`config.mk`:
```
export PLATFORM = sky130hd
export DESIGN_NAME = ajds_top
export DESIGN_NICKNAME = d
export VERILOG_FILES = /design/src/include/ajds_pkg.sv /design/src/include/ajds_tmr_if.sv /design/src/ajds_top.sv /design/src/ajds_timer.sv
export SDC_FILE = /design/constraint.sdc
export NUM_CORES = 1
export LEC_CHECK = 0
export ABC_AREA = 1
export BUFFER_PORTS_ARGS = -buffer_cell sky130_fd_sc_hd__buf_2
export CAP_MARGIN = 30
export CORE_MARGIN = 5
export CORE_UTILIZATION = 30
export DETAILED_ROUTE_END_ITERATION = 7
export PLACE_DENSITY = 0.48
export RECOVER_POWER = 100
export SKIP_LAST_GASP = 1
export SYNTH_ARGS = -nofsm -noshare
export SYNTH_HDL_FRONTEND = slang
export SYNTH_SLANG_ARGS = --single-unit
```
`constraint.sdc`:
```
create_clock -name clk -period 6 [get_ports clk]
set_input_delay 0.3 -clock clk [delete_from_list [all_inputs] [get_ports clk]]
set_output_delay 0.3 -clock clk [all_outputs]
set_load 0.005 [all_outputs]
```
`src/include/ajds_pkg.sv`:
```
package ajds_pkg;
  // Timebase
  localparam int CLK_MHZ    = 125;
  localparam int CYC_PER_MS = CLK_MHZ * 1000;
  // Sequencer times in ms
  localparam int INS_DB_MS = 90;
  localparam int REM_DB_MS = 50;
  localparam int DET_MS    = 80;
  localparam int INS_DB_CYC = INS_DB_MS * CYC_PER_MS;
  localparam int REM_DB_CYC = REM_DB_MS * CYC_PER_MS;
  localparam int DET_CYC    = DET_MS * CYC_PER_MS;
  localparam int TMR_W      = 26;
  // Insertion debounce scaling selections
  localparam logic [1:0] DB_SEL_NOM  = 2'h0;
  localparam logic [1:0] DB_SEL_HALF = 2'h1;
  localparam logic [1:0] DB_SEL_QRT  = 2'h2;
  localparam logic [1:0] DB_SEL_DBL  = 2'h3;
  // Switch vector bit positions
  localparam int SW_W       = 7;
  localparam int SW_MIC_SLV = 0;
  localparam int SW_MIC_R2  = 1;
  localparam int SW_GND_SLV = 2;
  localparam int SW_GND_R2  = 3;
  localparam int SW_DEP_SLV = 4;
  localparam int SW_DEP_R2  = 5;
  localparam int SW_BIAS    = 6;
  // Switch patterns per accessory
  localparam logic [SW_W-1:0] SW_NOINS = 7'h30;
  localparam logic [SW_W-1:0] SW_3POLE = 7'h0C;
  localparam logic [SW_W-1:0] SW_4STD  = 7'h49;
  localparam logic [SW_W-1:0] SW_4OMTP = 7'h46;
  // Accessory type codes
  localparam logic [1:0] TYP_NONE  = 2'h0;
  localparam logic [1:0] TYP_3POLE = 2'h1;
  localparam logic [1:0] TYP_4STD  = 2'h2;
  localparam logic [1:0] TYP_4OMTP = 2'h3;
  typedef enum logic [2:0] {
    S_IDLE,
    S_INSDB,
    S_DET,
    S_APPLY,
    S_INS,
    S_REM
  } ajds_state_t;
endpackage

```
`src/include/ajds_tmr_if.sv`:
```
`timescale 1ns/100ps
`default_nettype none
interface ajds_tmr_if;
  logic                      start;
  logic [ajds_pkg::TMR_W-1:0] load;
  logic                      expire;
  modport ctl (output start, output load, input expire);
  modport tmr (input start, input load, output expire);
endinterface
`default_nettype wire

```
`src/ajds_top.sv`:
```
`timescale 1ns/100ps
`default_nettype none
module ajds_top #(
  parameter logic [ajds_pkg::TMR_W-1:0] INS_DB_CYC = ajds_pkg::TMR_W'(ajds_pkg::INS_DB_CYC),
  parameter logic [ajds_pkg::TMR_W-1:0] REM_DB_CYC = ajds_pkg::TMR_W'(ajds_pkg::REM_DB_CYC),
  parameter logic [ajds_pkg::TMR_W-1:0] DET_CYC    = ajds_pkg::TMR_W'(ajds_pkg::DET_CYC)
) (
  // Clock and reset
  input  wire logic                      clk,
  input  wire logic                      rstn,
  // Jack and comparator pins
  input  wire logic                      jack_sense,
  input  wire logic                      mic_on_sleeve,
  input  wire logic                      mic_on_ring2,
  // Host control bits
  input  wire logic                      manual_en,
  input  wire logic [ajds_pkg::SW_W-1:0] manual_sw,
  input  wire logic                      auto_det_en,
  input  wire logic                      det_cmd,
  input  wire logic                      fm_en,
  input  wire logic [1:0]                db_sel,
  input  wire logic                      key_press_en,
  input  wire logic                      status_read,
  // Switch drive
  output logic [ajds_pkg::SW_W-1:0]      sw_o,
  output logic                           fm_pass_o,
  // Open-drain alert and talker pins
  output logic                           alert_o,
  output logic                           alert_oe,
  output logic                           talker_detected_output_o,
  output logic                           talker_detected_output_oe,
  // Status
  output logic [1:0]                     acc_type_o,
  output logic                           stat_insert_o,
  output logic                           stat_remove_o,
  output logic                           key_det_en_o,
  output logic                           sleep_o
);
  import ajds_pkg::*;

  typedef struct packed {
    logic             sense_m;
    logic             sense_s;
    logic             mic_s_m;
    logic             mic_s_s;
    logic             mic_r_m;
    logic             mic_r_s;
    ajds_state_t      st;
    logic             det_arm;
    logic [1:0]       typ;
    logic [SW_W-1:0]  sw;
    logic             alert_o;
    logic             alert_oe;
    logic             talker_o;
    logic             talker_oe;
    logic             fm_pass;
    logic             sleep;
    logic             st_ins;
    logic             st_rem;
    logic             key_en;
    logic             tmr_start;
    logic [TMR_W-1:0] tmr_load;
  } ajds_top_t;

  // Jack open reads high, so sense synchronisers reset high
  localparam ajds_top_t Q_RST = '{
    st:      S_IDLE,
    sw:      SW_NOINS,
    sense_m: 1'b1,
    sense_s: 1'b1,
    sleep:   1'b1,
    default: '0
  };

  ajds_top_t  q;
  ajds_top_t  d;
  logic [1:0] rst_q;
  logic       rst_n;
  logic       expire_ok;
  logic       ev_ins;
  logic       ev_rem;
  logic       blocked;

  ajds_tmr_if tm ();

  ajds_timer u_timer (
    .clk   (clk),
    .rst_n (rst_n),
    .tm    (tm)
  );

  // Reset release through two flops
  always_ff @(posedge clk or negedge rstn) begin
    if (!rstn) begin
      rst_q <= 2'h0;
    end else begin
      rst_q <= {rst_q[0], 1'b1};
    end
  end
  assign rst_n = rst_q[1];

  // Timer pulse is stale while a reload is still in flight
  assign expire_ok = tm.expire && !q.tmr_start;
  assign tm.start  = q.tmr_start;
  assign tm.load   = q.tmr_load;

  function automatic logic [TMR_W-1:0] ins_len(input logic [1:0] sel);
    case (sel)
      DB_SEL_HALF: ins_len = INS_DB_CYC >> 1;
      DB_SEL_QRT:  ins_len = INS_DB_CYC >> 2;
      DB_SEL_DBL:  ins_len = INS_DB_CYC << 1;
      default:     ins_len = INS_DB_CYC;
    endcase
  endfunction

  function automatic logic [SW_W-1:0] route(input logic [1:0] typ);
    case (typ)
      TYP_3POLE: route = SW_3POLE;
      TYP_4STD:  route = SW_4STD;
      TYP_4OMTP: route = SW_4OMTP;
      default:   route = SW_NOINS;
    endcase
  endfunction

  always_comb begin
    d = q;
    ev_ins = 1'b0;
    ev_rem = 1'b0;
    d.sense_m = jack_sense;
    d.sense_s = q.sense_m;
    d.mic_s_m = mic_on_sleeve;
    d.mic_s_s = q.mic_s_m;
    d.mic_r_m = mic_on_ring2;
    d.mic_r_s = q.mic_r_m;
    d.alert_o = 1'b0;
    d.talker_o = 1'b0;
    d.tmr_start = 1'b0;
    if (det_cmd) begin
      d.det_arm = 1'b1;
    end
    case (q.st)
      S_IDLE: begin
        if (!q.sense_s) begin
          d.st = S_INSDB;
          d.tmr_start = 1'b1;
          d.tmr_load = ins_len(db_sel);
        end
      end
      S_INSDB: begin
        if (q.sense_s) begin
          // Timer stopped; next steady low starts from zero
          d.st = S_IDLE;
          d.tmr_start = 1'b1;
          d.tmr_load = '0;
        end else if (expire_ok) begin
          if (auto_det_en || d.det_arm) begin
            d.st = S_DET;
            d.det_arm = 1'b0;
            d.tmr_start = 1'b1;
            d.tmr_load = DET_CYC;
          end else begin
            d.st = S_INS;
            d.typ = TYP_NONE;
          end
        end
      end
      S_DET: begin
        if (q.sense_s) begin
          ev_rem = 1'b1;
        end else if (expire_ok) begin
          d.st = S_APPLY;
          if (q.mic_s_s) begin
            d.typ = TYP_4STD;
          end else if (q.mic_r_s) begin
            d.typ = TYP_4OMTP;
          end else begin
            d.typ = TYP_3POLE;
          end
        end
      end
      S_APPLY: begin
        // Switches took the route last edge unless manual_en holds them, alert follows now
        if (q.sense_s) begin
          ev_rem = 1'b1;
        end else begin
          d.st = S_INS;
          ev_ins = 1'b1;
          d.talker_oe = (q.typ == TYP_4STD) || (q.typ == TYP_4OMTP);
        end
      end
      S_INS: begin
        if (q.sense_s) begin
          ev_rem = 1'b1;
        end else if (det_cmd) begin
          d.st = S_DET;
          d.det_arm = 1'b0;
          d.typ = TYP_NONE;
          d.tmr_start = 1'b1;
          d.tmr_load = DET_CYC;
        end
      end
      S_REM: begin
        if (expire_ok) begin
          d.st = S_IDLE;
        end
      end
      default: begin
        d.st = S_IDLE;
      end
    endcase
    if (ev_rem) begin
      d.st = S_REM;
      d.typ = TYP_NONE;
      d.talker_oe = 1'b0;
      d.tmr_start = 1'b1;
      d.tmr_load = REM_DB_CYC;
    end
    // Clear by the status read, but a new event wins
    if (status_read) begin
      d.alert_oe = 1'b0;
      d.st_ins = 1'b0;
      d.st_rem = 1'b0;
    end
    if (ev_ins) begin
      d.alert_oe = 1'b1;
      d.st_ins = 1'b1;
    end
    if (ev_rem) begin
      d.alert_oe = 1'b1;
      d.st_rem = 1'b1;
    end
    // Manual writes are parked while debounce or detection runs
    blocked = (d.st == S_INSDB) || (d.st == S_DET) || (d.st == S_REM);
    if (manual_en) begin
      if (!blocked) begin
        d.sw = manual_sw;
      end
    end else begin
      d.sw = route(d.typ);
    end
    d.fm_pass = fm_en && (d.sw[SW_GND_SLV] || d.sw[SW_GND_R2]);
    d.sleep = (d.st == S_IDLE) && !manual_en;
    // Key detection only honoured with a four-pole headset seated
    d.key_en = key_press_en && (d.st == S_INS) && d.talker_oe;
  end

  always_ff @(posedge clk or negedge rst_n) begin
    if (!rst_n) begin
      q <= Q_RST;
    end else begin
      q <= d;
    end
  end

  assign sw_o                      = q.sw;
  assign fm_pass_o                 = q.fm_pass;
  assign alert_o                   = q.alert_o;
  assign alert_oe                  = q.alert_oe;
  assign talker_detected_output_o  = q.talker_o;
  assign talker_detected_output_oe = q.talker_oe;
  assign acc_type_o                = q.typ;
  assign stat_insert_o             = q.st_ins;
  assign stat_remove_o             = q.st_rem;
  assign key_det_en_o              = q.key_en;
  assign sleep_o                   = q.sleep;
endmodule // ajds_top
`default_nettype wire

```
`src/ajds_timer.sv`:
```
`timescale 1ns/100ps
`default_nettype none
module ajds_timer (
  // Clock and reset
  input  wire logic   clk,
  input  wire logic   rst_n,
  // Control
  ajds_tmr_if.tmr     tm
);
  import ajds_pkg::*;

  typedef struct packed {
    logic [TMR_W-1:0] cnt;
    logic             expire;
  } ajds_tmr_t;

  ajds_tmr_t q;
  ajds_tmr_t d;

  // Load of zero stops the count
  always_comb begin
    d = q;
    d.expire = 1'b0;
    if (tm.start) begin
      d.cnt = tm.load;
    end else if (q.cnt != '0) begin
      d.cnt = q.cnt - TMR_W'(1);
      d.expire = (q.cnt == TMR_W'(1));
    end
  end

  always_ff @(posedge clk or negedge rst_n) begin
    if (!rst_n) begin
      q <= '0;
    end else begin
      q <= d;
    end
  end

  assign tm.expire = q.expire;
endmodule // ajds_timer
`default_nettype wire

```
==> results of run 1 <==
==> metal layers <==
| metal | GRT usage, % | wire length [um] | up-vias |
|---|---|---|---|
| li1 | - | - | 1390 |
| met1 | 16.6 | 4080 | 1299 |
| met2 | 17.5 | 3560 | 57 |
| met3 | 2.84 | 465 | 16 |
| met4 | 5.81 | 191 | 0 |
| met5 | 0 | 0 | - |
==> cells by family (layout without fill, tap and decap cells) <==
| kind of cell | count (synthesis) | after routing | share of synthesized area (%) |
|---|---|---|---|
| AO/OA/AOI/OAI | 53 | 53 | 8.78 |
| AND/OR/NAND/NOR | 174 | 174 | 22.7 |
| adder cells (fa/ha/maj) | 5 | 5 | 1.69 |
| other | 2 | 3 | 0.203 |
| buffers and inverters | 84 | 118 | 10.8 |
| flip-flops | 74 | 74 | 50.2 |
| XOR/XNOR | 24 | 24 | 5.67 |
==> cell type report <==
cell class | instances | area (um2)
flip-flops and latches | 74 | 1860
clock inverters | 3 | 17.5
multi-input cells | 259 | 1390
clock buffers | 13 | 250
well taps | 168 | 210
repair buffers | 37 | 176
fillers | 1265 | 7920
inverters | 65 | 245
==> path summary, 6_finish.rpt <==
path                                  from             to  slack (ns)
max in group asynchronous         rst_q[1]  stat_remove_o        4.94
worst max-delay path                 q[46]    tm.load[14]        2.79
min in group asynchronous             rstn       rst_q[0]        0.28
worst min register to register       d[49]          q[49]        0.35
worst min-delay path            jack_sense          d[53]        0.07
worst max register to register       q[46]    tm.load[14]        2.79
==> where the power goes <==
| group | switching (mW) | internal (mW) | leakage [nW] |
|---|---|---|---|
| clock network | 0.203 | 0.290 | 0.130 |
| registers | 0.122 | 0.684 | 0.928 |
| logic | 0.485 | 0.264 | 0.929 |
| total | 0.809 | 1.24 | 1.99 |
==> layout by cell type (no fill, tap or decap), types with 3 or more instances in the layout <==
| cell | Yosys | routed |
|---|---|---|
| a21oi_1 | 4 | 5 |
| a22oi_1 | 3 | 3 |
| buf_2 | 0 | 22 |
| clkbuf_1 | 2 | 16 |
| clkbuf_16 | 0 | 9 |
| conb_1 | 2 | 3 |
| dfrtp_1 | 69 | 68 |
| dfstp_2 | 5 | 4 |
| ha_1 | 5 | 5 |
| inv_1 | 60 | 62 |
| nand2_1 | 54 | 58 |
| nand3_1 | 32 | 34 |
| nand4_1 | 8 | 8 |
| nor2_1 | 46 | 48 |
| nor2_2 | 5 | 4 |
| nor3_1 | 7 | 9 |
| nor4_1 | 3 | 3 |
| o211ai_1 | 5 | 5 |
| o21ai_0 | 16 | 18 |
| o22ai_1 | 18 | 18 |
| or2_2 | 4 | 4 |
| xnor2_1 | 9 | 9 |
| xor2_1 | 15 | 15 |
==> per-stage QoR <==
stage | setup slack (ns) | cells | power (mW)
after floorplan | 3.80 | 417 | 1.45
after global placement | 3.58 | 602 | 1.60
after detailed placement | 3.51 | 602 | 1.61
after CTS | 3.49 | 619 | 2.11
after global routing | 2.45 | 619 | 2.22
final | 2.79 | 619 | 2.05
==> repair_timing <==
item / CTS / global route
resized for setup: 0 / 0
hold buffers: 1 / 0
endpoints found under the hold margin: 2 / 0
setup buffers: 0 / 0
==> sequential cells by signal (all words and copies together) (netlist names), 2 cells and up <==
signal      cells
acc_type_o      2
d               3
q               7
rst_q           2
sw_o            7
tm.load        18
u_timer.q      26
==> flow_summary.ini, run 1 <==
[status]
outcome = finished clean

[critical_path]
crit_type = reg -> reg
cp_num_cells = 8
cp_top_family = buffers and inverters
path_buf_inv = 3
slowest_stage = clkinvlp_2
cp-start-kind = flop
cp_max_fo = 12
worstRegToRegCells = 8
worst_setup_path_end_kind = flop
critical_path_arrival_ns = 3.40
cpMostUsedCell = inv_1
worstPathCellList = inv_1 -> nand2_1 -> a21oi_1 -> inv_1 -> nand3_1 -> clkinvlp_2 -> nor3_1 -> a22oi_1
cp_data_required_time_ns = 6.19
slowest_delay_ns = 0.50

[synthesis]
synth_edf_count = 0
yosysUniqueCellTypes = 35
yosysSeqAreaShare_pct = 50.2
synth_async_sr_flop_share_pct = 100
synth_flop_cell = dfrtp_1
synth_area_um2 = 3700
avgSynthCellArea_um2 = 8.91
syn_inst = 416
ys_warn_count = 0
synth_top_area_share_pct = 46.6
synthTopCellsByArea = dfrtp_1 (47%), inv_1 (6.1%), nand2_1 (5.5%)
synth_most_common_cell = dfrtp_1
yosysTopAreaCell = dfrtp_1
synth_commonest_cells = dfrtp_1 (69), inv_1 (60), nand2_1 (54)
ys_ff_latch = 74

[global_routing]
antenna_found_initial = 0
grt_pass1_wl_um = 13900
overflow = 0
grt_max_degree = 73
grtUsageTotal_pct = 12.0
grt_pass1_vias = 2821

[drt]
dr.pass1.iters = 4
drtAntennaViolNets = 0
drcViolationCount = 0
vias = 2762
drtIter0Drc = 127
avgViaCountPerCell = 4.46
wl_per_cell_um = 13.4
wirelength_um = 8290

[sta]
setup_viol = 0
rsz0062_at_grt = false
fin_setup_tns_ns = 0
hold_viol_final = 0
slew_viol_final = 0
tightest_slew_ns = 0.938
maxSlewHeadroom_pct = 36.9
fmax_mhz = 312
fin_crit_ns = 3.21
skew_ns = 0.00996
holdWs_ns = 0.0695
period_share_pct = 53.5

[placed_design]
portBuffers = 35
placed_area_um2 = 3950
gp_congestion = 0.852
hpwlAfterDp_um = 5990

[die]
start_util_pct = 30.7
die_h_um = 121
ios = 38
design.die.area_um2 = 14700
die_x_um = 121
fp-row-count = 40
core-area_um2 = 12100

[min_path]
min_path_type = in -> reg
min_delay_path_depth = 1

[cells_and_area]
drive_above_1_share_pct = 12.9
area_growth_syn_to_layout_pct = 11.9
design_area_um2 = 4150
antenna_cells = 0
fin_util_pct = 34.4
final_nets = 471

[pwr]
power_density_nw_per_um2 = 494
ir_drop_v = 0.000206
p_leak_nw = 1.99

[clock_network]
cts_tree = built
clk_pin_slew_ns = 0.06
cts_made_buffers = 9
clockRootBuffer = clkbuf_16
clock_sinks = 74
h-tree-depth = 3
clkLatencyLatePin_ns = 0.33
clock_path_buffers = 2

[run]
maxCapViolCount = 0
Note: power is estimated with default switching activity, not from simulation.
==> run 2: changes to the inputs <==
Settings changed: PLACE_DENSITY 0.48 to 0.5.
Clock period 6 ns to 2.65 ns, I/O delays scaled along.
==> flow_summary.ini, run 2 (same netlist as run 1, synthesis figures left out) <==
[cells_and_area]
antenna_cells = 0
final_nets = 478
stdcell_count = 626
drive_above_1_share_pct = 15.3
mostFrequentLayoutCell = dfrtp_1
fin_util_pct = 35.9
final_cell_mix = dfrtp_1 (69), inv_1 (60), nand2_1 (58)
design_area_um2 = 4330
top_register = u_timer.q
largest_register_ff_count = 26
area_growth_syn_to_layout_pct = 17.0

[clock_network]
post_cts_buffers = 0
clock_path_buffers = 2
h-tree-depth = 3
clockRootBuffer = clkbuf_16
cts_made_buffers = 9
cts_tree = built
clkLatencyLatePin_ns = 0.33
clock_sinks = 74
clk_pin_slew_ns = 0.06

[pwr]
pwr-share-seq_pct = 36.3
switchingPower_mw = 1.87
power_frac_comb_pct = 35.3
power_density_nw_per_um2 = 1160
p_clk_share_pct = 28.4
finalPower_mw = 5.04
p_int_mw = 3.17
p_leak_nw = 2.09
ir_drop_v = 0.000497
switching_share_pct = 37.2

[sta]
fmax_mhz = 413
setup_viol = 0
holdWs_ns = 0.0213
period_share_pct = 91.5
fin_setup_tns_ns = 0
slew_viol_final = 0
hold_viol_final = 0
maxSlewHeadroom_pct = 16.9
tightest_slew_ns = 1.25
skew_ns = 0.00358
setup_ws_ns = 0.226
fin_crit_ns = 2.42
rsz0062_at_grt = false

[critical_path]
slowest_delay_ns = 0.64
critical_path_arrival_ns = 2.65
slowest_stage = dfstp_1
path_buf_inv = 3
worstPathCellList = inv_1 -> a21oi_1 -> inv_2 -> nand3_2 -> nand2_1 -> nand3_1 -> nand3_1 -> a21oi_1 -> inv_1
cp_max_fo = 11
cp_top_family = flip-flops
cp_data_required_time_ns = 2.88
cp-start-kind = flop
worst_setup_path_end_kind = flop
crit_type = reg -> reg

[drt]
wirelength_um = 8360
avgViaCountPerCell = 4.50
drtIter0Drc = 82
routed-wl-met2_um = 3860
wirelength_met1_um = 4050
drtAntennaViolNets = 0
topRoutingLayerUsed = met4
vias = 2815
dr.pass1.iters = 5
drcViolationCount = 0
routed-wl-met3_um = 307
wl_per_cell_um = 13.4

[placed_design]
gp_congestion = 0.774
dp.cells = 605
portBuffers = 35
post-place-ws_ns = 0.295
placed_area_um2 = 3980
hpwlAfterDp_um = 6150

[run]
maxCapViolCount = 0

[global_routing]
grt_pass1_vias = 2696
grt_max_degree = 32
grtUsageTotal_pct = 12.2
overflow = 0
grt_pass1_wl_um = 13800
antenna_found_initial = 0

[die]
fp-row-count = 40
die_h_um = 121
core-area_um2 = 12100
design.die.area_um2 = 14700
ios = 38
die_x_um = 121
start_util_pct = 30.7

[status]
outcome = finished clean

[min_path]
min_path_type = in -> reg
==> run 2: cell types whose count changed in the layout (fill, tap and decap cells not counted), moves of 2 or more <==
cell	before	now
clkbuf_2	0	2
clkbuf_1	16	9
nand3_1	34	32
buf_2	22	25
dfstp_2	4	2
inv_2	2	4
bufinv_16	0	3
dlygate4sd3_1	1	5
inv_1	62	60
dfstp_1	1	3
==> run 2: what timing repair did <==
action | in CTS | in global routing
setup endpoints to repair | 0 | 0
gates resized for setup | 0 | 0
hold buffers | 5 | 0
hold endpoints to repair | 6 | 0
==> run 2: cell type report <==
cell class / count / area, um2
fillers: 1249 / 7730
well taps: 168 / 210
clock buffers: 11 / 253
repair buffers: 44 / 250
flip-flops and latches: 74 / 1860
inverters: 65 / 246
multi-input cells: 259 / 1420
clock inverters: 5 / 100
==> run 2: final timing paths <==
check	startpoint	endpoint	slack, ns	cells after the start
setup / recovery	q[53]	sw_o[6]	0.23	9
hold / removal	key_press_en	key_det_en_o	0.02	3
setup reg to reg	q[53]	sw_o[6]	0.23	9
hold reg to reg	rst_q[0]	rst_q[1]	0.35	0
max in group asynchronous	rst_q[1]	q[51]	0.93	1
min in group asynchronous	rstn	rst_q[1]	0.11	2
==> run 2: worst register-to-register path: stages (launching register included) <==
cell	delay (ns)
dfstp_1	0.64
inv_1	0.15
a21oi_1	0.51
inv_2	0.26
nand3_2	0.23
nand2_1	0.18
nand3_1	0.11
nand3_1	0.08
a21oi_1	0.12
inv_1	0.04
==> run 2: per-layer routing <==
metal / vias to the layer above / global-route usage, %
met5: - / 0
met1: 1350 / 16.7
met2: 41 / 18.4
li1: 1414 / -
met4: 0 / 4.89
met3: 10 / 3.12
==> run 2: power by group through the flow <==
stage                     combinational (mW)  sequential [mW]  clock (mW)
after floorplan                         1.50             1.78           0
after global placement                  1.82             1.84           0
after detailed placement                1.84             1.85           0
after CTS                               1.86             1.84        1.47
after global routing                    2.04             1.89        1.52
final                                   1.78             1.83        1.43
